File: src/verilog/qaw_defs.vh
// constants for the question-and-answer watchdog answer evaluator
// included by the evaluator top; holds definitions only
`ifndef QAW_DEFS_VH
`define QAW_DEFS_VH

// register byte offsets
`define QAW_CTRL_OFS 8'h00
`define QAW_STAT_OFS 8'h04
`define QAW_IRQ_STAT_OFS 8'h08
`define QAW_IRQ_MASK_OFS 8'h0C

// control register fields
`define QAW_CTRL_CFG_BIT 0
`define QAW_CTRL_LIM_LSB 4
`define QAW_CTRL_LIM_MSB 7

// status register fields
`define QAW_STAT_CNT_LSB 0
`define QAW_STAT_CNT_MSB 1
`define QAW_STAT_AERR_BIT 2
`define QAW_STAT_WERR_BIT 3
`define QAW_STAT_FAIL_LSB 4
`define QAW_STAT_FAIL_MSB 7
`define QAW_STAT_RPT_BIT 8

// interrupt bits
`define QAW_IRQ_OK_BIT 0
`define QAW_IRQ_FAIL_BIT 1
`define QAW_IRQ_ACT_BIT 2
`define QAW_IRQ_W 3

// reset values and the multi-answer select code
`define QAW_CFG_RST 1'b0
`define QAW_MULTI_ANSWER 1'b0
`define QAW_LIM_RST 4'hF
`define QAW_MASK_RST 3'h0

// answer count value of the fourth answer and first-window answers of a good sequence
`define QAW_W1_GOOD 2'h3
`define QAW_LAST_CNT 2'h3

// axi responses
`define QAW_RESP_OKAY 2'b00
`define QAW_RESP_SLVERR 2'b10

`endif

File: src/verilog/qaw_answer_evaluator.v
// answer evaluator of a question-and-answer watchdog, multi-answer mode
// assumes window timing and answer checking outside; one clock, sync reset
// Operation
// - multi-answer evaluation runs only while config select is zero
// - three good in window one, one good in two: restart, decrement, new
// - four answers in window one: restart, increment, error, same question
// - four correct in window one keeps answer error clear
// - under four answers, window one only: wait window two end, fail
// - three wrong then one right: restart at fourth, both flags set
// - under three in window one, total four: restart at fourth, fail
// - two-bit answer count; below four at window two close fails cycle
// - failed cycle repeats the pending question
// - failure counter reaching limit triggers the watchdog action
`timescale 1ns/1ns
`include "qaw_defs.vh"

module qaw_answer_evaluator #(
    parameter FAIL_W = 4
) (
    input wire aclk,
    input wire aresetn,
    input wire ce,
    input wire answer_valid,
    input wire answer_correct,
    input wire window2_active,
    input wire window2_end,
    output wire cycle_restart,
    output wire new_question,
    output reg repeat_question_ff,
    output reg watchdog_action_ff,
    output reg answer_error_flag_ff,
    output reg watchdog_error_flag_ff,
    output reg [1:0] answer_count_field_ff,
    output reg [FAIL_W-1:0] fail_count_ff,
    output wire irq,
    input wire [7:0] s_axi_awaddr,
    input wire s_axi_awvalid,
    output wire s_axi_awready,
    input wire [31:0] s_axi_wdata,
    input wire [3:0] s_axi_wstrb,
    input wire s_axi_wvalid,
    output wire s_axi_wready,
    output reg [1:0] s_axi_bresp,
    output reg s_axi_bvalid,
    input wire s_axi_bready,
    input wire [7:0] s_axi_araddr,
    input wire s_axi_arvalid,
    output wire s_axi_arready,
    output reg [31:0] s_axi_rdata,
    output reg [1:0] s_axi_rresp,
    output reg s_axi_rvalid,
    input wire s_axi_rready
);

    function known_ofs;
        input [7:0] a;
        begin
            known_ofs = (a == `QAW_CTRL_OFS) || (a == `QAW_STAT_OFS) ||
                (a == `QAW_IRQ_STAT_OFS) || (a == `QAW_IRQ_MASK_OFS);
        end
    endfunction

    reg cfg_select_ff;
    reg [FAIL_W-1:0] fail_limit_ff;
    reg [`QAW_IRQ_W-1:0] irq_stat_ff;
    reg [`QAW_IRQ_W-1:0] irq_mask_ff;
    reg [1:0] w1_count_ff;
    reg wrong_seen_ff;
    reg aw_held_ff;
    reg [7:0] aw_addr_ff;
    reg w_held_ff;
    reg [31:0] w_data_ff;
    reg [3:0] w_strb_ff;
    reg restart_ff;
    reg new_q_ff;

    wire mode_on;
    wire fourth;
    wire close_short;
    wire cycle_end;
    wire good;
    wire fail;
    wire aerr_now;
    wire hit_limit;
    wire wr_go;
    wire [7:0] wr_addr;
    wire [31:0] wr_data;
    wire [3:0] wr_strb;
    wire [`QAW_IRQ_W-1:0] irq_set;
    wire [`QAW_IRQ_W-1:0] irq_clr;

    assign mode_on = (cfg_select_ff == `QAW_MULTI_ANSWER);
    assign fourth = mode_on && answer_valid &&
        (answer_count_field_ff == `QAW_LAST_CNT);
    // a fourth answer in the close cycle wins over the window close
    assign close_short = mode_on && window2_end && !fourth;
    assign cycle_end = fourth || close_short;
    // good only with exactly three first-window answers, all correct
    assign good = fourth && window2_active && answer_correct &&
        !wrong_seen_ff && (w1_count_ff == `QAW_W1_GOOD);
    assign fail = cycle_end && !good;
    assign aerr_now = wrong_seen_ff ||
        (fourth && !answer_correct);
    assign hit_limit = fail &&
        (fail_count_ff == fail_limit_ff - 1'b1);

    assign cycle_restart = restart_ff;
    assign new_question = new_q_ff;

    // answer tracking within one watchdog cycle
    always @(posedge aclk) begin
        if (!aresetn) begin
            answer_count_field_ff <= 2'h0;
            w1_count_ff <= 2'h0;
            wrong_seen_ff <= 1'b0;
        end else if (ce) begin
            if (cycle_end || !mode_on) begin
                answer_count_field_ff <= 2'h0;
                w1_count_ff <= 2'h0;
                wrong_seen_ff <= 1'b0;
            end else if (answer_valid) begin
                answer_count_field_ff <=
                    answer_count_field_ff + 2'h1;
                if (!window2_active) begin
                    w1_count_ff <= w1_count_ff + 2'h1;
                end
                if (!answer_correct) begin
                    wrong_seen_ff <= 1'b1;
                end
            end
        end
    end

    // cycle outcome: flags, failure counter, question choice
    always @(posedge aclk) begin
        if (!aresetn) begin
            answer_error_flag_ff <= 1'b0;
            watchdog_error_flag_ff <= 1'b0;
            fail_count_ff <= {FAIL_W{1'b0}};
            repeat_question_ff <= 1'b0;
            watchdog_action_ff <= 1'b0;
            restart_ff <= 1'b0;
            new_q_ff <= 1'b0;
        end else if (ce) begin
            restart_ff <= cycle_end;
            new_q_ff <= good;
            watchdog_action_ff <= hit_limit;
            if (cycle_end) begin
                answer_error_flag_ff <= aerr_now;
                watchdog_error_flag_ff <= fail;
                repeat_question_ff <= fail;
                if (good) begin
                    if (fail_count_ff != {FAIL_W{1'b0}}) begin
                        fail_count_ff <= fail_count_ff - 1'b1;
                    end
                end else if (fail_count_ff < fail_limit_ff) begin
                    fail_count_ff <= fail_count_ff + 1'b1;
                end
            end
        end
    end

    // axi4-lite write: address and data taken in either order
    assign s_axi_awready = !aw_held_ff && !s_axi_bvalid;
    assign s_axi_wready = !w_held_ff && !s_axi_bvalid;
    assign wr_addr = aw_held_ff ? aw_addr_ff : s_axi_awaddr;
    assign wr_data = w_held_ff ? w_data_ff : s_axi_wdata;
    assign wr_strb = w_held_ff ? w_strb_ff : s_axi_wstrb;
    assign wr_go = !s_axi_bvalid && (aw_held_ff || s_axi_awvalid) &&
        (w_held_ff || s_axi_wvalid);

    always @(posedge aclk) begin
        if (!aresetn) begin
            aw_held_ff <= 1'b0;
            aw_addr_ff <= 8'h00;
            w_held_ff <= 1'b0;
            w_data_ff <= 32'h0000_0000;
            w_strb_ff <= 4'h0;
            s_axi_bvalid <= 1'b0;
            s_axi_bresp <= `QAW_RESP_OKAY;
        end else if (ce) begin
            if (wr_go) begin
                aw_held_ff <= 1'b0;
                w_held_ff <= 1'b0;
                s_axi_bvalid <= 1'b1;
                s_axi_bresp <= known_ofs(wr_addr) ? `QAW_RESP_OKAY :
                    `QAW_RESP_SLVERR;
            end else begin
                if (s_axi_awvalid && s_axi_awready) begin
                    aw_held_ff <= 1'b1;
                    aw_addr_ff <= s_axi_awaddr;
                end
                if (s_axi_wvalid && s_axi_wready) begin
                    w_held_ff <= 1'b1;
                    w_data_ff <= s_axi_wdata;
                    w_strb_ff <= s_axi_wstrb;
                end
                if (s_axi_bvalid && s_axi_bready) begin
                    s_axi_bvalid <= 1'b0;
                end
            end
        end
    end

    // control and mask registers, low byte lane only
    always @(posedge aclk) begin
        if (!aresetn) begin
            cfg_select_ff <= `QAW_CFG_RST;
            fail_limit_ff <= `QAW_LIM_RST;
            irq_mask_ff <= `QAW_MASK_RST;
        end else if (ce && wr_go && wr_strb[0]) begin
            if (wr_addr == `QAW_CTRL_OFS) begin
                cfg_select_ff <= wr_data[`QAW_CTRL_CFG_BIT];
                fail_limit_ff <=
                    wr_data[`QAW_CTRL_LIM_MSB:`QAW_CTRL_LIM_LSB];
            end
            if (wr_addr == `QAW_IRQ_MASK_OFS) begin
                irq_mask_ff <= wr_data[`QAW_IRQ_W-1:0];
            end
        end
    end

    // sticky events, write one to clear, a new event wins over the clear
    assign irq_set = {hit_limit, fail, good};
    assign irq_clr = (wr_go && wr_strb[0] &&
        (wr_addr == `QAW_IRQ_STAT_OFS)) ? wr_data[`QAW_IRQ_W-1:0] :
        {`QAW_IRQ_W{1'b0}};

    always @(posedge aclk) begin
        if (!aresetn) begin
            irq_stat_ff <= {`QAW_IRQ_W{1'b0}};
        end else if (ce) begin
            irq_stat_ff <= (irq_stat_ff & ~irq_clr) | irq_set;
        end
    end

    assign irq = |(irq_stat_ff & irq_mask_ff);

    // axi4-lite read, answer one cycle after the address is taken
    assign s_axi_arready = !s_axi_rvalid;

    always @(posedge aclk) begin
        if (!aresetn) begin
            s_axi_rvalid <= 1'b0;
            s_axi_rdata <= 32'h0000_0000;
            s_axi_rresp <= `QAW_RESP_OKAY;
        end else if (ce) begin
            if (s_axi_arvalid && s_axi_arready) begin
                s_axi_rvalid <= 1'b1;
                s_axi_rresp <= known_ofs(s_axi_araddr) ? `QAW_RESP_OKAY :
                    `QAW_RESP_SLVERR;
                s_axi_rdata <= 32'h0000_0000;
                case (s_axi_araddr)
                    `QAW_CTRL_OFS: begin
                        s_axi_rdata[`QAW_CTRL_CFG_BIT] <= cfg_select_ff;
                        s_axi_rdata[`QAW_CTRL_LIM_MSB:`QAW_CTRL_LIM_LSB] <=
                            fail_limit_ff;
                    end
                    `QAW_STAT_OFS: begin
                        s_axi_rdata[`QAW_STAT_CNT_MSB:`QAW_STAT_CNT_LSB] <=
                            answer_count_field_ff;
                        s_axi_rdata[`QAW_STAT_AERR_BIT] <=
                            answer_error_flag_ff;
                        s_axi_rdata[`QAW_STAT_WERR_BIT] <=
                            watchdog_error_flag_ff;
                        s_axi_rdata[`QAW_STAT_FAIL_MSB:`QAW_STAT_FAIL_LSB] <=
                            fail_count_ff;
                        s_axi_rdata[`QAW_STAT_RPT_BIT] <= repeat_question_ff;
                    end
                    `QAW_IRQ_STAT_OFS: begin
                        s_axi_rdata[`QAW_IRQ_W-1:0] <= irq_stat_ff;
                    end
                    `QAW_IRQ_MASK_OFS: begin
                        s_axi_rdata[`QAW_IRQ_W-1:0] <= irq_mask_ff;
                    end
                    default: begin
                        s_axi_rdata <= 32'h0000_0000;
                    end
                endcase
            end else if (s_axi_rvalid && s_axi_rready) begin
                s_axi_rvalid <= 1'b0;
            end
        end
    end

endmodule // qaw_answer_evaluator

File: config.mk
export PLATFORM = sky130hd
export DESIGN_NAME = qaw_answer_evaluator
export DESIGN_NICKNAME = d
export VERILOG_FILES = /design/src/verilog/qaw_answer_evaluator.v
export VERILOG_INCLUDE_DIRS = /design/src /design/src/verilog
export SDC_FILE = /design/constraint.sdc
export NUM_CORES = 1
export LEC_CHECK = 0
export BUFFER_PORTS_ARGS = -buffer_cell sky130_fd_sc_hd__buf_2
export CAP_MARGIN = 20
export CORE_MARGIN = 2
export CORE_UTILIZATION = 30
export CTS_CLUSTER_DIAMETER = 100
export DETAILED_ROUTE_END_ITERATION = 10
export HOLD_SLACK_MARGIN = 0.1
export PLACE_DENSITY = 0.52
export SETUP_SLACK_MARGIN = 0.1
export SLEW_MARGIN = 20
export SYNTH_ARGS = -nofsm -noshare
export SYNTH_HDL_FRONTEND = slang
export SYNTH_SLANG_ARGS = --single-unit
File: constraint.sdc
create_clock -name aclk -period 3.8 [get_ports aclk]
set_input_delay 0.57 -clock aclk [delete_from_list [all_inputs] [get_ports aclk]]
set_output_delay 0.57 -clock aclk [all_outputs]
set_load 0.05 [all_outputs]
# Word level (Yosys, flattened, before mapping)
# Cells that the tools add are included.
# classes
n_addsub,5
n_lt_le_gt_ge,1
n_eq_ne,12
mux,29
bitwise_logic,6
n_reduce_logical,68
# ops
op,count
$eq 8x4->1 const B,4
$logic_and 1x1->1,24
$reduce_and 2->1,10
$eq 8x3->1 const B,2
$logic_not 8->1,2
$mux 8,2
$mux 2,7
$mux 1,13
$mux 4,3
$reduce_and 3->1,4
$reduce_bool 2->1,6
$logic_or 1x1->1,11
$logic_not 1->1,8
$pmux 4 s2,1
$sub 4x1->4 const B,2
$and 3x3->3,2
$ne 2x1->1 const B,3
$pmux 2 s3,1
$add 2x1->2 const B,2
$add 4x1->4 const B,1
$eq 2x2->1 const B,2
$eq 4x4->1,1
$lt 4x4->1,1
$pmux 1 s4,1
7 further kinds,8
# word_totals
ff_bits,59
output_inout_bits,54
elab_cells,144

# Longest topological paths before layout
# Gate-level depths: netlist (run 1).
# depth
depth_word,11
mapped_depth,11

# Worst setup path after synthesis (run 1)
# OpenSTA, ideal clock, no wires.
# synth_path
path_kind,flip-flop to flip-flop
startpoint,register answer_count_field_ff[1]
endpoint,register fail_count_ff[3]
t_arrival_ps,2663
required_ps,3730
setup_slack_ps,1067
stages_incl_launch_ff,12
n_path_buf,1
cell_sequence,dfxtp_1 > ha_1 > nand2_1 > or3_1 > buf_6 > clkinv_8 > ha_1 > a21o_1 > a21oi_1 > xnor2_1 > or4_1 > a21oi_1
# synth_via
elab_chain_len,8
# synth_lines
element,line,source
from (decl),qaw_answer_evaluator.v:33,"output reg [1:0] answer_count_field_ff,"
from (signal assigned),qaw_answer_evaluator.v:122,answer_count_field_ff <=
$eq 2x2->1 (no line) (*),--,
$logic_and 1x1->1 (*),qaw_answer_evaluator.v:93,assign fourth = mode_on && answer_valid &&
$logic_and 1x1->1 (*) (4 in series),qaw_answer_evaluator.v:99,assign good = fourth && window2_active && answer_correct &&
named net good,qaw_answer_evaluator.v:81,wire good;
$ne 2x1->1 (no line) or $reduce_bool 2->1 (tied branches),--,
$reduce_and 4->1 (no line),--,
to (signal assigned),qaw_answer_evaluator.v:139,fail_count_ff <= {FAIL_W{1'b0}};
to (signal assigned),qaw_answer_evaluator.v:154,fail_count_ff <= fail_count_ff - 1'b1;
to (signal assigned),qaw_answer_evaluator.v:157,fail_count_ff <= fail_count_ff + 1'b1;
to (decl),qaw_answer_evaluator.v:34,"output reg [FAIL_W-1:0] fail_count_ff,"
# The timed path passes the listed nets; every way through them passes the cells marked *.
# A chain may end at the register's enable or synchronous reset.

# Worst setup path in the final report (run 1)
# layout_path
startpoint,register answer_count_field_ff[0]
endpoint,register fail_count_ff[3]
# The elaborated chain is that of the path after synthesis.

==> Implementation_results.wiki, run 1 <==
{| class="wikitable"
! Metric !! Value
|-
| Depth of the worst register-to-register path || 10
|-
| Clock insertion delay at the later pin of the skew report || 0.31 ns
|-
| Layout net count || 463
|-
| Residual DRC count || 0
|-
| Final GP Congestion || 0.774
|-
| Synth Warn # || 0
|-
| Count of different cell masters after synthesis || 51
|-
| Antenna violations before repair || 0
|-
| Synth Register Bits || 55
|-
| Worst reg2reg startpoint || answer_count_field_ff[0]$_SDFFE_PN0P_
|-
| Worst min-delay path category || reg2reg
|-
| Final HPWL from detailed placement || 5360 um
|-
| Global-route wire length before repair || 11100 um
|-
| Proportion of synthesized flip-flops having asynchronous set or reset || 0%
|-
| Setup-violating endpoint count in the final report || 0
|-
| Total congestion overflow || 0
|-
| TritonCTS Buffers || 5
|-
| Slack of the worst reg-to-reg path || 1.11 ns
|-
| Fraction of the yosys area taken by sequential cells || 37.1%
|-
| Ordered list of cells on the worst path || ha_1 > nand2_1 > or3_1 > clkinv_8 > ha_1 > a21o_1 > a21oi_1 > xnor2_1 > or4_1 > a21oi_1
|-
| Reg clk slew, reported paths || 0.10 ns
|-
| Count of instances resized after the clock tree is built || 0
|-
| Max Clock Freq || 372 MHz
|-
| Wire per inst || 13.6 um
|-
| Core box area || 9680 um2
|-
| Total number of vias || 2477
|-
| Number of enable-type register cells in the synthesized netlist || 0
|-
| Overall Global Routing Usage || 13.4%
|-
| Floorplan row count || 36
|-
| Total power per unit cell area || 353 nW/um2
|-
| Number of max-cap violations || 0
|-
| Largest fanout on the critical path || 7
|-
| DRT Pass-1 Iters || 4
|-
| Slowest-stage cell, CP || or3_1
|-
| Maximum number of pins on one net before global-route repair || 31
|-
| Number of clock sinks seen by CTS || 55
|-
| Share of layout cells above drive strength 1 || 22.1%
|-
| Final hold violations || 0
|-
| Max clock buf depth || 2
|-
| Setup Total Neg Slack || 0 ns
|-
| CP max stage delay || 0.52 ns
|-
| Post-CTS Setup Bufs || 0
|-
| Post-Route Skew || 0.00830 ns
|-
| Count of nets left with antenna violations after detail routing || 0
|-
| Clock root buffer || clkbuf_8
|-
| Capture point of the critical path || fail_count_ff[3]$_SDFFE_PN0P_
|-
| Initial Utilization || 30.6%
|-
| Die area || 10700 um2
|-
| Instance count of the mapped netlist || 335
|-
| Final design utilization || 34.9%
|-
| CTS Hold Bufs || 0
|-
| Total instance count after detailed placement || 515
|-
| Type of the setup path with the least slack || reg2reg
|-
| RSZ-0062 raised after global routing || no
|-
| Portion of the clock cycle consumed by the worst path in the final layout || 70.8%
|-
| Type of destination of the critical path || flip-flop
|-
| Number of H-tree branching levels || 2
|-
| Mapped Area || 2960 um2
|-
| Overall power after layout || 1.19 mW
|-
| Number of placed I/O pins || 118
|-
| Vias in the first global route || 2245
|-
| Required time worst endpoint || 4.03 ns
|-
| Worst reg2reg path endpoint || fail_count_ff[3]$_SDFFE_PN0P_
|-
| Critical path launch point type || flip-flop
|-
| Height of the chip || 103 um
|-
| Worst-Margin Slew || 0.630 ns
|-
| Standby leakage power || 1.60 nW
|-
| Final instance count without filler cells || 523
|-
| Port Buffers || 64
|-
| Critical Path AT || 2.92 ns
|-
| First element of the critical path || answer_count_field_ff[0]$_SDFFE_PN0P_
|-
| Final critical-path required period || 2.69 ns
|-
| Violation count after the first detailed-routing iteration || 71
|-
| Width of the chip || 103 um
|-
| Normalized max-slew margin || 57.9%
|-
| CTS tree || done
|-
| Result of the run || completed
|-
| Final number of max-transition violations || 0
|-
| Post-synth top flop || dfxtp_1
|-
| Routed vias/inst || 4.74
|-
| Average footprint of a synthesized cell || 8.85 um2
|-
| Wire length reported by the detailed router || 7130 um
|-
| Area growth syn-to-layout || 14.0%
|-
| Worst IR drop on VDD || 155 uV
|-
| Number of diodes || 0
|}
## cell type report
class,instances,area (um2)
clock buffer,8,100
inverter,12,57.6
fill,1027,6310
tap,133,166
timing repair buffer,65,328
multi-input combinational,250,1630
sequential,55,1100
## logic make-up (layout without fill, tap and decap cells)
logic type      Yosys count  in the layout  share of synthesized area [%]
compound gates           69             69                           15.9
xor+xnor                  5              5                           1.48
fa+ha+maj                10             10                           4.47
buf+inv                  54             85                           11.1
flops                    55             55                           37.1
mux                      34             34                           12.1
other cells               1             25                          0.127
simple gates            107            107                           17.7
## power by group
| part | leakage [nW] | internal, mW | switching [mW] | total (mW) |
|---|---|---|---|---|
| Clock | 0.0515 | 0.167 | 0.189 | 0.356 |
| Combinational | 1.10 | 0.0619 | 0.164 | 0.226 |
| Sequential | 0.446 | 0.592 | 0.0190 | 0.611 |
| Total | 1.60 | 0.821 | 0.372 | 1.19 |
## cell usage after synthesis, types with 2 or more instances
cell	number	area share, %
o21ai_0	8	1.4
o221a_2	3	1.1
nor3_1	6	1.0
or4_1	3	0.76
mux2_2	5	1.9
nand2b_1	7	1.5
buf_2	3	0.51
clkbuf_1	11	1.4
o211ai_1	9	2.3
nand4_1	3	0.63
nand3_1	4	0.68
dfxtp_1	55	37
nor2_1	41	5.2
buf_4	27	6.8
nand3b_1	3	0.76
nor3b_1	2	0.51
nand4b_1	2	0.59
inv_1	10	1.3
or3_1	3	0.63
a21oi_1	25	4.2
a311oi_1	2	0.59
nor2b_1	5	1.1
o21a_1	2	0.51
xnor2_1	4	1.2
ha_1	9	3.8
a22oi_1	3	0.76
nor4_1	2	0.42
a21o_1	3	0.76
mux2i_1	28	9.5
a2bb2oi_1	6	1.8
nand2_1	21	2.7
## sequential cells by signal, indices dropped and copies added, names as in the netlist
register and flops:
w_data_ff 7, answer_count_field_ff 2, w_held_ff 1, watchdog_action_ff 1, fail_limit_ff 4, cycle_restart 1
answer_error_flag_ff 1, s_axi_rdata 8, s_axi_bresp 1, new_question 1, w_strb_ff 1, irq_mask_ff 3
w1_count_ff 2, s_axi_bvalid 1, watchdog_error_flag_ff 1, wrong_seen_ff 1, s_axi_rvalid 1, aw_held_ff 1
s_axi_rresp 1, irq_stat_ff 3, fail_count_ff 4, aw_addr_ff 8, cfg_select_ff 1
## metrics by stage
step / worst slack [ns] / cell area [um2] / hold WS, ns
2_1_floorplan: 1.07 / 3050 / 0.436
3_3_place_gp: 1.08 / 3280 / 0.446
3_5_place_dp: 1.03 / 3280 / 0.448
4_1_cts: 1.12 / 3380 / 0.463
5_1_grt: 0.961 / 3380 / 0.473
6_report: 1.11 / 3380 / 0.463
## worst min-delay path by stage
stage                                           start                          end  slack (ns)  cells after the start
after floorplan           w1_count_ff[1]$_SDFFE_PN0P_  w1_count_ff[1]$_SDFFE_PN0P_        0.44                      2
after global placement    w1_count_ff[1]$_SDFFE_PN0P_  w1_count_ff[1]$_SDFFE_PN0P_        0.45                      2
after detailed placement  s_axi_rdata[0]$_SDFFE_PN0P_  s_axi_rdata[0]$_SDFFE_PN0P_        0.45                      2
after CTS                 s_axi_rdata[0]$_SDFFE_PN0P_  s_axi_rdata[0]$_SDFFE_PN0P_        0.46                      2
after global routing      s_axi_rdata[0]$_SDFFE_PN0P_  s_axi_rdata[0]$_SDFFE_PN0P_        0.47                      2
final                     s_axi_rdata[0]$_SDFFE_PN0P_  s_axi_rdata[0]$_SDFFE_PN0P_        0.46                      2
## cells in the final DEF, fill, tap and decap left out, types with 6 or more instances in the layout
cell       count
a21oi_1       25
nand2b_1       7
nand2_1       21
buf_2         64
nor3_1         6
ha_1           9
mux2i_1       28
o21ai_0        8
a2bb2oi_1      6
o211ai_1       9
dfxtp_1       55
conb_1        25
inv_1         10
clkbuf_8       7
nor2_1        41
## critical path: cells and delay by family, from the launching register on
kind,cells,cell delay (ns)
AOI/OAI and AO/OA,3,0.49
xor gates and xnor gates,1,0.12
adders and majority gates,2,0.44
buffers and inverters,1,0.12
DFF,1,0.42
and+or+nand+nor,3,1.02
## routing by layer
metal | vias to the layer above | track usage [%] | wire length (um)
li1 | 1239 | - | -
met1 | 1174 | 17.8 | 3330
met2 | 60 | 22.9 | 3470
met3 | 4 | 2.22 | 280
met4 | 0 | 2.73 | 50
met5 | - | 0 | 0
(Power assumes the default switching activity.)
==> inputs of run 2 (changes only) <==
==> constraint.sdc (replaced) <==
create_clock -name aclk -period 2.5 [get_ports aclk]
set_input_delay 0.375 -clock aclk [delete_from_list [all_inputs] [get_ports aclk]]
set_output_delay 0.375 -clock aclk [all_outputs]
set_load 0.05 [all_outputs]
==> run 2 against run 1 <==
  * Largest power group unchanged
  * First-iteration DRC count up 4.2%
  * Highest routed layer unchanged
  * Worst setup slack worse by 0.95 ns
  * Critical endpoint unchanged
  * Sequential cell count unchanged
  * Maximum frequency increased by 15%
  * Clock-buffer cell count is the same
  * Hold slack worse by 0.15 ns
==> Implementation_results.wiki, run 2 (synthesis results as in run 1) <==
{| class="wikitable"
! Metric !! Value
|-
| Result of the run || completed
|-
| Worst reg2reg startpoint || w1_count_ff[0]$_SDFFE_PN0P_
|-
| DRT Pass-1 Iters || 4 (unchanged)
|-
| Floorplan row count || 36 (unchanged)
|-
| Type of destination of the critical path || flip-flop
|-
| Wire per inst || 13.4 um (-1.4%)
|-
| Total instance count after detailed placement || 524 (+1.7%)
|-
| Worst min-delay path category || in2reg
|-
| Worst-Margin Slew || 0.557 ns (-0.0729 ns)
|-
| Worst Hold Path Cells || 3 (+1)
|-
| Count of nets left with antenna violations after detail routing || 0 (unchanged)
|-
| Total power per unit cell area || 519 nW/um2 (+47%)
|-
| Worst IR drop on VDD || 256 uV (+65%)
|-
| Total number of vias || 2490 (+0.52%)
|-
| RSZ-0062 raised after global routing || yes
|-
| Critical path launch point type || flip-flop
|-
| Total congestion overflow || 0 (unchanged)
|-
| Most used cells in the layout excluding fill and tap cells || buf_2, dfxtp_1, nor2_1
|-
| Layout fillers || 1032 (+0.49%)
|-
| Final design utilization || 36.3% (+1.4 points)
|-
| Normalized max-slew margin || 62.7% (+4.8 points)
|-
| Max clock buf depth || 2 (unchanged)
|-
| Largest fanout on the critical path || 5 (-2)
|-
| Wire length reported by the detailed router || 7200 um (+1.0%)
|-
| Number of clock sinks seen by CTS || 55 (unchanged)
|-
| Layout net count || 476 (+2.8%)
|-
| Final HPWL from detailed placement || 5470 um (+1.9%)
|-
| Final instance count without filler cells || 536 (+2.5%)
|-
| Final hold violations || 0 (unchanged)
|-
| Hold_sp || s_axi_wdata[1]
|-
| Width of the chip || 103 um (unchanged)
|-
| Setup Total Neg Slack || 0 ns (unchanged)
|-
| Clock root buffer || clkbuf_8
|-
| Number of diodes || 0 (unchanged)
|-
| Height of the chip || 103 um (unchanged)
|-
| TritonCTS Buffers || 5 (unchanged)
|-
| Standby leakage power || 1.67 nW (+4.5%)
|-
| End point of the most critical hold path || w_data_ff[1]$_SDFFE_PN0P_
|-
| Global-route wire length before repair || 11200 um (+0.62%)
|-
| Most common cell after layout, fill and taps aside || buf_2
|-
| Leading registers by flop count || aw_addr_ff x8, s_axi_rdata x8, w_data_ff x7
|-
| CTS tree || done
|-
| Portion of the clock cycle consumed by the worst path in the final layout || 93.6% (+23 points)
|-
| Number of H-tree branching levels || 2 (unchanged)
|-
| Number of max-cap violations || 0 (unchanged)
|-
| Number of placed I/O pins || 118 (unchanged)
|-
| Final worst setup slack || 0.161 ns (-0.947 ns)
|-
| Overall power after layout || 1.83 mW (+53%)
|-
| Critical Path AT || 2.59 ns (-0.33 ns)
|-
| Initial Utilization || 30.6% (unchanged)
|-
| Final number of max-transition violations || 0 (unchanged)
|-
| Type of the setup path with the least slack || reg2reg
|-
| Residual DRC count || 0 (unchanged)
|-
| Placement Setup Slack || 0.100 ns (-0.930 ns)
|-
| Violation count after the first detailed-routing iteration || 74 (+4.2%)
|-
| Antenna violations before repair || 0 (unchanged)
|-
| Vias in the first global route || 2231 (-0.62%)
|-
| Maximum number of pins on one net before global-route repair || 23 (-26%)
|-
| Worst reg2reg path endpoint || fail_count_ff[3]$_SDFFE_PN0P_
|-
| Final GP Congestion || 0.779 (+0.63%)
|-
| Required time worst endpoint || 2.75 ns (-1.28 ns)
|-
| Depth of the worst register-to-register path || 10 (unchanged)
|-
| Post-Route Skew || 0.00903 ns (+0.000727 ns)
|-
| Slack of the worst reg-to-reg path || 0.16 ns (-0.95 ns)
|-
| Share of layout cells above drive strength 1 || 26.3% (+4.3 points)
|-
| Setup-violating endpoint count in the final report || 0 (unchanged)
|-
| Reg clk slew, reported paths || 0.10 ns (about the same)
|-
| Die area || 10700 um2 (unchanged)
|-
| Final critical-path required period || 2.34 ns (-0.353 ns)
|-
| Area growth syn-to-layout || 18.5%
|-
| CTS Hold Bufs || 0 (unchanged)
|-
| Port Buffers || 64 (unchanged)
|-
| Overall Global Routing Usage || 13.3% (-0.044 points)
|-
| Core box area || 9680 um2 (unchanged)
|-
| Clock insertion delay at the later pin of the skew report || 0.31 ns (about the same)
|-
| Max Clock Freq || 428 MHz (+15%)
|-
| Routed vias/inst || 4.65 (-1.9%)
|}
run 2: power by group:
part / switching, mW / internal [mW] / leakage [nW]
registers: 0.0208 / 0.898 / 0.448
clock network: 0.291 / 0.254 / 0.0515
logic: 0.258 / 0.104 / 1.17
total: 0.569 / 1.26 / 1.67
run 2: layout make-up:
type	count	area [um2]	area share [%]
multi-input cells	250	1650	47.1
flip-flops and latches	55	1110	31.6
repair buffers	78	425	12.1
well taps	133	166	4.74
clock buffers	8	100	2.85
inverters	12	57.6	1.64
run 2: critical path, stage by stage, from the launching register on:
cell and delay (ns):
dfxtp_2 0.34, ha_1 0.14, nand4b_1 0.11, or3_4 0.43
clkinv_8 0.07, ha_1 0.22, a21o_1 0.19, a21oi_2 0.16
xnor2_2 0.09, or4_1 0.40, a21oi_1 0.12
run 2: repair_timing:
item / 4_1_cts / 5_1_grt
endpoints found under the hold margin: 0 / 0
endpoints found under the setup margin: 1 / 1
gates cloned: 0 / 0
gates resized for setup: 1 / 2
pin swaps: 0 / 3
buffers inserted: 0 / 4
run 2: per-stage QoR:
step / hold slack, ns / area (um2)
after global placement: 0.442 / 3370
after global routing: 0.298 / 3510
final: 0.308 / 3510
after detailed placement: 0.452 / 3370
after floorplan: 0.436 / 3080
after CTS: 0.303 / 3470
run 2: how the worst max path moves through the flow:
stage	start	endpoint	depth (start not counted)
detailed placement	answer_count_field_ff[0]$_SDFFE_PN0P_	fail_count_ff[3]$_SDFFE_PN0P_	10
floorplan	answer_count_field_ff[0]$_SDFFE_PN0P_	fail_count_ff[3]$_SDFFE_PN0P_	11
CTS	w1_count_ff[0]$_SDFFE_PN0P_	fail_count_ff[3]$_SDFFE_PN0P_	10
global placement	answer_count_field_ff[0]$_SDFFE_PN0P_	fail_count_ff[3]$_SDFFE_PN0P_	10
finish	w1_count_ff[0]$_SDFFE_PN0P_	fail_count_ff[3]$_SDFFE_PN0P_	10
global route	w1_count_ff[0]$_SDFFE_PN0P_	fail_count_ff[3]$_SDFFE_PN0P_	10
run 2: routing by layer:
| metal | vias up | share of wire (%) | global-route usage (%) |
|---|---|---|---|
| li1 | 1272 | - | - |
| met1 | 1157 | 48 | 18.3 |
| met2 | 55 | 47 | 22.0 |
| met3 | 6 | 4.1 | 2.22 |
| met4 | 0 | 0.90 | 2.94 |
| met5 | - | 0 | 0 |
==> inputs of run 3 (changes only) <==
--- a/config.mk
+++ b/config.mk
@@ -6,6 +6,7 @@
 export SDC_FILE = /design/constraint.sdc
 export NUM_CORES = 1
 export LEC_CHECK = 0
+export ABC_AREA = 1
 export BUFFER_PORTS_ARGS = -buffer_cell sky130_fd_sc_hd__buf_2
 export CAP_MARGIN = 20
 export CORE_MARGIN = 2
@@ -13,7 +14,7 @@
 export CTS_CLUSTER_DIAMETER = 100
 export DETAILED_ROUTE_END_ITERATION = 10
 export HOLD_SLACK_MARGIN = 0.1
-export PLACE_DENSITY = 0.52
+export PLACE_DENSITY = 0.51
 export SETUP_SLACK_MARGIN = 0.1
 export SLEW_MARGIN = 20
 export SYNTH_ARGS = -nofsm -noshare
==> constraint.sdc (replaced) <==
create_clock -name aclk -period 2.6 [get_ports aclk]
set_input_delay 0.39 -clock aclk [delete_from_list [all_inputs] [get_ports aclk]]
set_output_delay 0.39 -clock aclk [all_outputs]
set_load 0.05 [all_outputs]
==> run 3 against run 2 <==
  * Critical path depth grew 3
  * Sequential share of layout area is 1.1 points lower
  * Final cell count up 25%
  * Global-route usage grew 0.93 points
  * Sequential cell count did not move
  * Wire length increased by 9.6%
  * Critical endpoint unchanged
  * Largest cell class unchanged
  * Largest power group unchanged
==> Implementation_results.wiki, run 3 <==
{| class="wikitable"
! Metric !! Value
|-
| Wire length reported by the detailed router || 7900 um (+9.6%)
|-
| Placed cell area || 3530 um2 (+4.7%)
|-
| Number of placed I/O pins || 118 (unchanged)
|-
| DRT Pass-1 Iters || 4 (unchanged)
|-
| Reg clk slew, reported paths || 0.10 ns (about the same)
|-
| CTS Hold Bufs || 0 (unchanged)
|-
| Count of instances resized after the clock tree is built || 0 (-1)
|-
| Final critical-path required period || 2.11 ns (-0.229 ns)
|-
| Maximum number of pins on one net before global-route repair || 36 (+57%)
|-
| Overall power after layout || 1.84 mW (+0.61%)
|-
| Number of H-tree branching levels || 2 (unchanged)
|-
| Synth Register Bits || 55 (unchanged)
|-
| Clock root buffer || clkbuf_8
|-
| Final hold violations || 0 (unchanged)
|-
| Violation count after the first detailed-routing iteration || 130 (+76%)
|-
| Initial Utilization || 31.0% (+0.43 points)
|-
| Max Clock Freq || 474 MHz (+11%)
|-
| Antenna violations before repair || 0 (unchanged)
|-
| Number of clock sinks seen by CTS || 55 (unchanged)
|-
| First element of the critical path || answer_count_field_ff[0]$_SDFFE_PN0P_
|-
| Vias in the first global route || 2785 (+25%)
|-
| Most common cell after layout, fill and taps aside || nand2_1
|-
| Result of the run || completed
|-
| Global-route wire length before repair || 13300 um (+19%)
|-
| Floorplan row count || 37 (+2.8%)
|-
| Normalized max-slew margin || 62.1% (-0.60 points)
|-
| Proportion of synthesized flip-flops having asynchronous set or reset || 0% (unchanged)
|-
| Die area || 11600 um2 (+8.2%)
|-
| Portion of the clock cycle consumed by the worst path in the final layout || 81.1% (-12 points)
|-
| CTS tree || done
|-
| Final HPWL from detailed placement || 6110 um (+12%)
|-
| Largest fanout on the critical path || 5 (unchanged)
|-
| Worst-Margin Slew || 0.568 ns (+0.0107 ns)
|-
| Worst reg2reg path endpoint || fail_count_ff[3]$_SDFFE_PN0P_
|-
| Overall Global Routing Usage || 14.3% (+0.93 points)
|-
| Finished Cell Area || 3620 um2 (+2.9%)
|-
| Slack of the worst reg-to-reg path || 0.49 ns (+0.33 ns)
|-
| Layout fillers || 1146 (+11%)
|-
| Type of destination of the critical path || flip-flop
|-
| Number of max-cap violations || 0 (unchanged)
|-
| Number of enable-type register cells in the synthesized netlist || 0 (unchanged)
|-
| Fraction of the yosys area taken by sequential cells || 34.2% (-2.9 points)
|-
| Count of nets left with antenna violations after detail routing || 0 (unchanged)
|-
| RSZ-0062 raised after global routing || no
|-
| Setup-violating endpoint count in the final report || 0 (unchanged)
|-
| Height of the chip || 108 um (+4.0%)
|-
| Leading registers by flop count || aw_addr_ff x8, s_axi_rdata x8, w_data_ff x7
|-
| Dominant cell type by area after synthesis || dfxtp_1
|-
| Share of layout cells above drive strength 1 || 18.0% (-8.3 points)
|-
| Share of the synthesized area in the top cell type || 34.2% (-2.9 points)
|-
| TritonCTS Buffers || 5 (unchanged)
|-
| Number of diodes || 0 (unchanged)
|-
| Hold slack || 0.340 ns (+0.0317 ns)
|-
| Top-count cell post-synth || nand2_1
|-
| Routed vias/inst || 4.48 (-3.7%)
|-
| Most used cells in the layout excluding fill and tap cells || nand2_1, buf_2, dfxtp_1
|-
| Worst min-delay path category || in2reg
|-
| Total instance count after detailed placement || 662 (+26%)
|-
| Required time worst endpoint || 2.83 ns (+0.08 ns)
|-
| Capture point of the critical path || fail_count_ff[3]$_SDFFE_PN0P_
|-
| Final instance count without filler cells || 669 (+25%)
|-
| Post-synth top flop || dfxtp_1
|-
| Setup Total Neg Slack || 0 ns (unchanged)
|-
| Total congestion overflow || 0 (unchanged)
|-
| Post-Route Skew || 0.00578 ns (-0.00326 ns)
|-
| Type of the setup path with the least slack || reg2reg
|-
| Mapped Area || 3220 um2 (+8.6%)
|-
| Area growth syn-to-layout || 12.4%
|-
| Width of the chip || 108 um (+4.0%)
|-
| Main area contributors after synthesis || dfxtp_1, nand2_1, buf_4
|-
| Residual DRC count || 0 (unchanged)
|-
| Total number of vias || 2994 (+20%)
|-
| Critical path launch point type || flip-flop
|-
| Average footprint of a synthesized cell || 6.76 um2 (-24%)
|-
| Final GP Congestion || 0.786 (+0.87%)
|-
| Top cells by count, synth || nand2_1, dfxtp_1, nor2_1, inv_1, nand3_1
|-
| Final number of max-transition violations || 0 (unchanged)
|-
| Total power per unit cell area || 508 nW/um2 (-2.2%)
|-
| Count of different cell masters after synthesis || 37 (-27%)
|-
| Worst IR drop on VDD || 254 uV (-0.78%)
|-
| Standby leakage power || 1.77 nW (+5.8%)
|-
| Port Buffers || 64 (unchanged)
|-
| Synth Warn # || 0 (unchanged)
|-
| Max clock buf depth || 2 (unchanged)
|-
| Post-CTS Setup Bufs || 0 (unchanged)
|-
| Wire per inst || 11.8 um (-12%)
|-
| Critical Path AT || 2.34 ns (-0.25 ns)
|-
| Core box area || 10400 um2 (+7.1%)
|-
| Depth of the worst register-to-register path || 13 (+3)
|-
| Clock insertion delay at the later pin of the skew report || 0.31 ns (about the same)
|-
| Hold_sp || s_axi_awaddr[0]
|-
| Instance count of the mapped netlist || 476 (+42%)
|-
| Worst reg2reg startpoint || answer_count_field_ff[0]$_SDFFE_PN0P_
|-
| Layout net count || 607 (+28%)
|}
run 3: cell count changes after synthesis, sizes merged, moves of 13 or more:
cell,change
a21oi,+13
inv,+45
mux2i,-28
nand2,+92
nand3,+38
nor2,+20
o21ai,+26
run 3: cell families (layout without fill, tap and decap cells):
logic type / Yosys count / after routing / share of synthesized area (%)
AOI/OAI and AO/OA: 84 / 84 / 14.9
xor gates and xnor gates: 3 / 3 / 0.817
adders and majority gates: 10 / 10 / 4.12
buffers and inverters: 97 / 130 / 15.7
DFF: 55 / 55 / 34.2
other: 1 / 25 / 0.117
and+or+nand+nor: 226 / 226 / 30.1
run 3: stage by stage:
step	setup WS, ns	util (%)
after floorplan	0.464	-
after global placement	0.555	34.0
after detailed placement	0.510	34.0
after CTS	0.489	34.9
after global routing	0.243	34.9
final	0.490	34.9
run 3: metal layers:
metal / share of wire [%] / track usage (%)
met4: 1.5 / 3.85
met3: 5.9 / 2.48
met5: 0 / 0
met1: 47 / 19.3
met2: 45 / 23.4
run 3: final cells by class:
class	instances	area (um2)	area share (%)
timing repair buffer	67	343	9.48
inverter	56	213	5.88
clock inverter	1	5.00	0.138
clock buffer	6	82.6	2.28
tap	136	170	4.71
sequential	55	1100	30.4
multi-input combinational	348	1700	47.1
run 3: how the worst min path moves through the flow:
stage	to	slack, ns	cells past startpoint
after floorplan	w_strb_ff[0]$_SDFFE_PN0P_	0.42	2
after global placement	w_data_ff[4]$_SDFFE_PN0P_	0.43	2
after detailed placement	w_data_ff[4]$_SDFFE_PN0P_	0.44	2
after CTS	aw_addr_ff[0]$_SDFFE_PN0P_	0.33	3
after global routing	aw_addr_ff[0]$_SDFFE_PN0P_	0.33	3
final	aw_addr_ff[0]$_SDFFE_PN0P_	0.34	3
run 3: where the power goes:
group / total [mW] / leakage [nW] / switching (mW) / internal, mW
clock: 0.493 / 0.0470 / 0.283 / 0.210
combinational: 0.431 / 1.27 / 0.326 / 0.105
sequential: 0.912 / 0.449 / 0.0311 / 0.881
total: 1.84 / 1.77 / 0.640 / 1.20
run 3: critical path, stage by stage (launching register included):
cell and delay (ns):
dfxtp_1 0.41, ha_1 0.17, nand2_1 0.10, nor2_2 0.22, nand2_2 0.14, inv_1 0.18, ha_1 0.28, inv_1 0.06
a21oi_1 0.03, nor2_1 0.12, nand3_1 0.09, nand2_1 0.07, nand2_1 0.04, a21oi_1 0.11
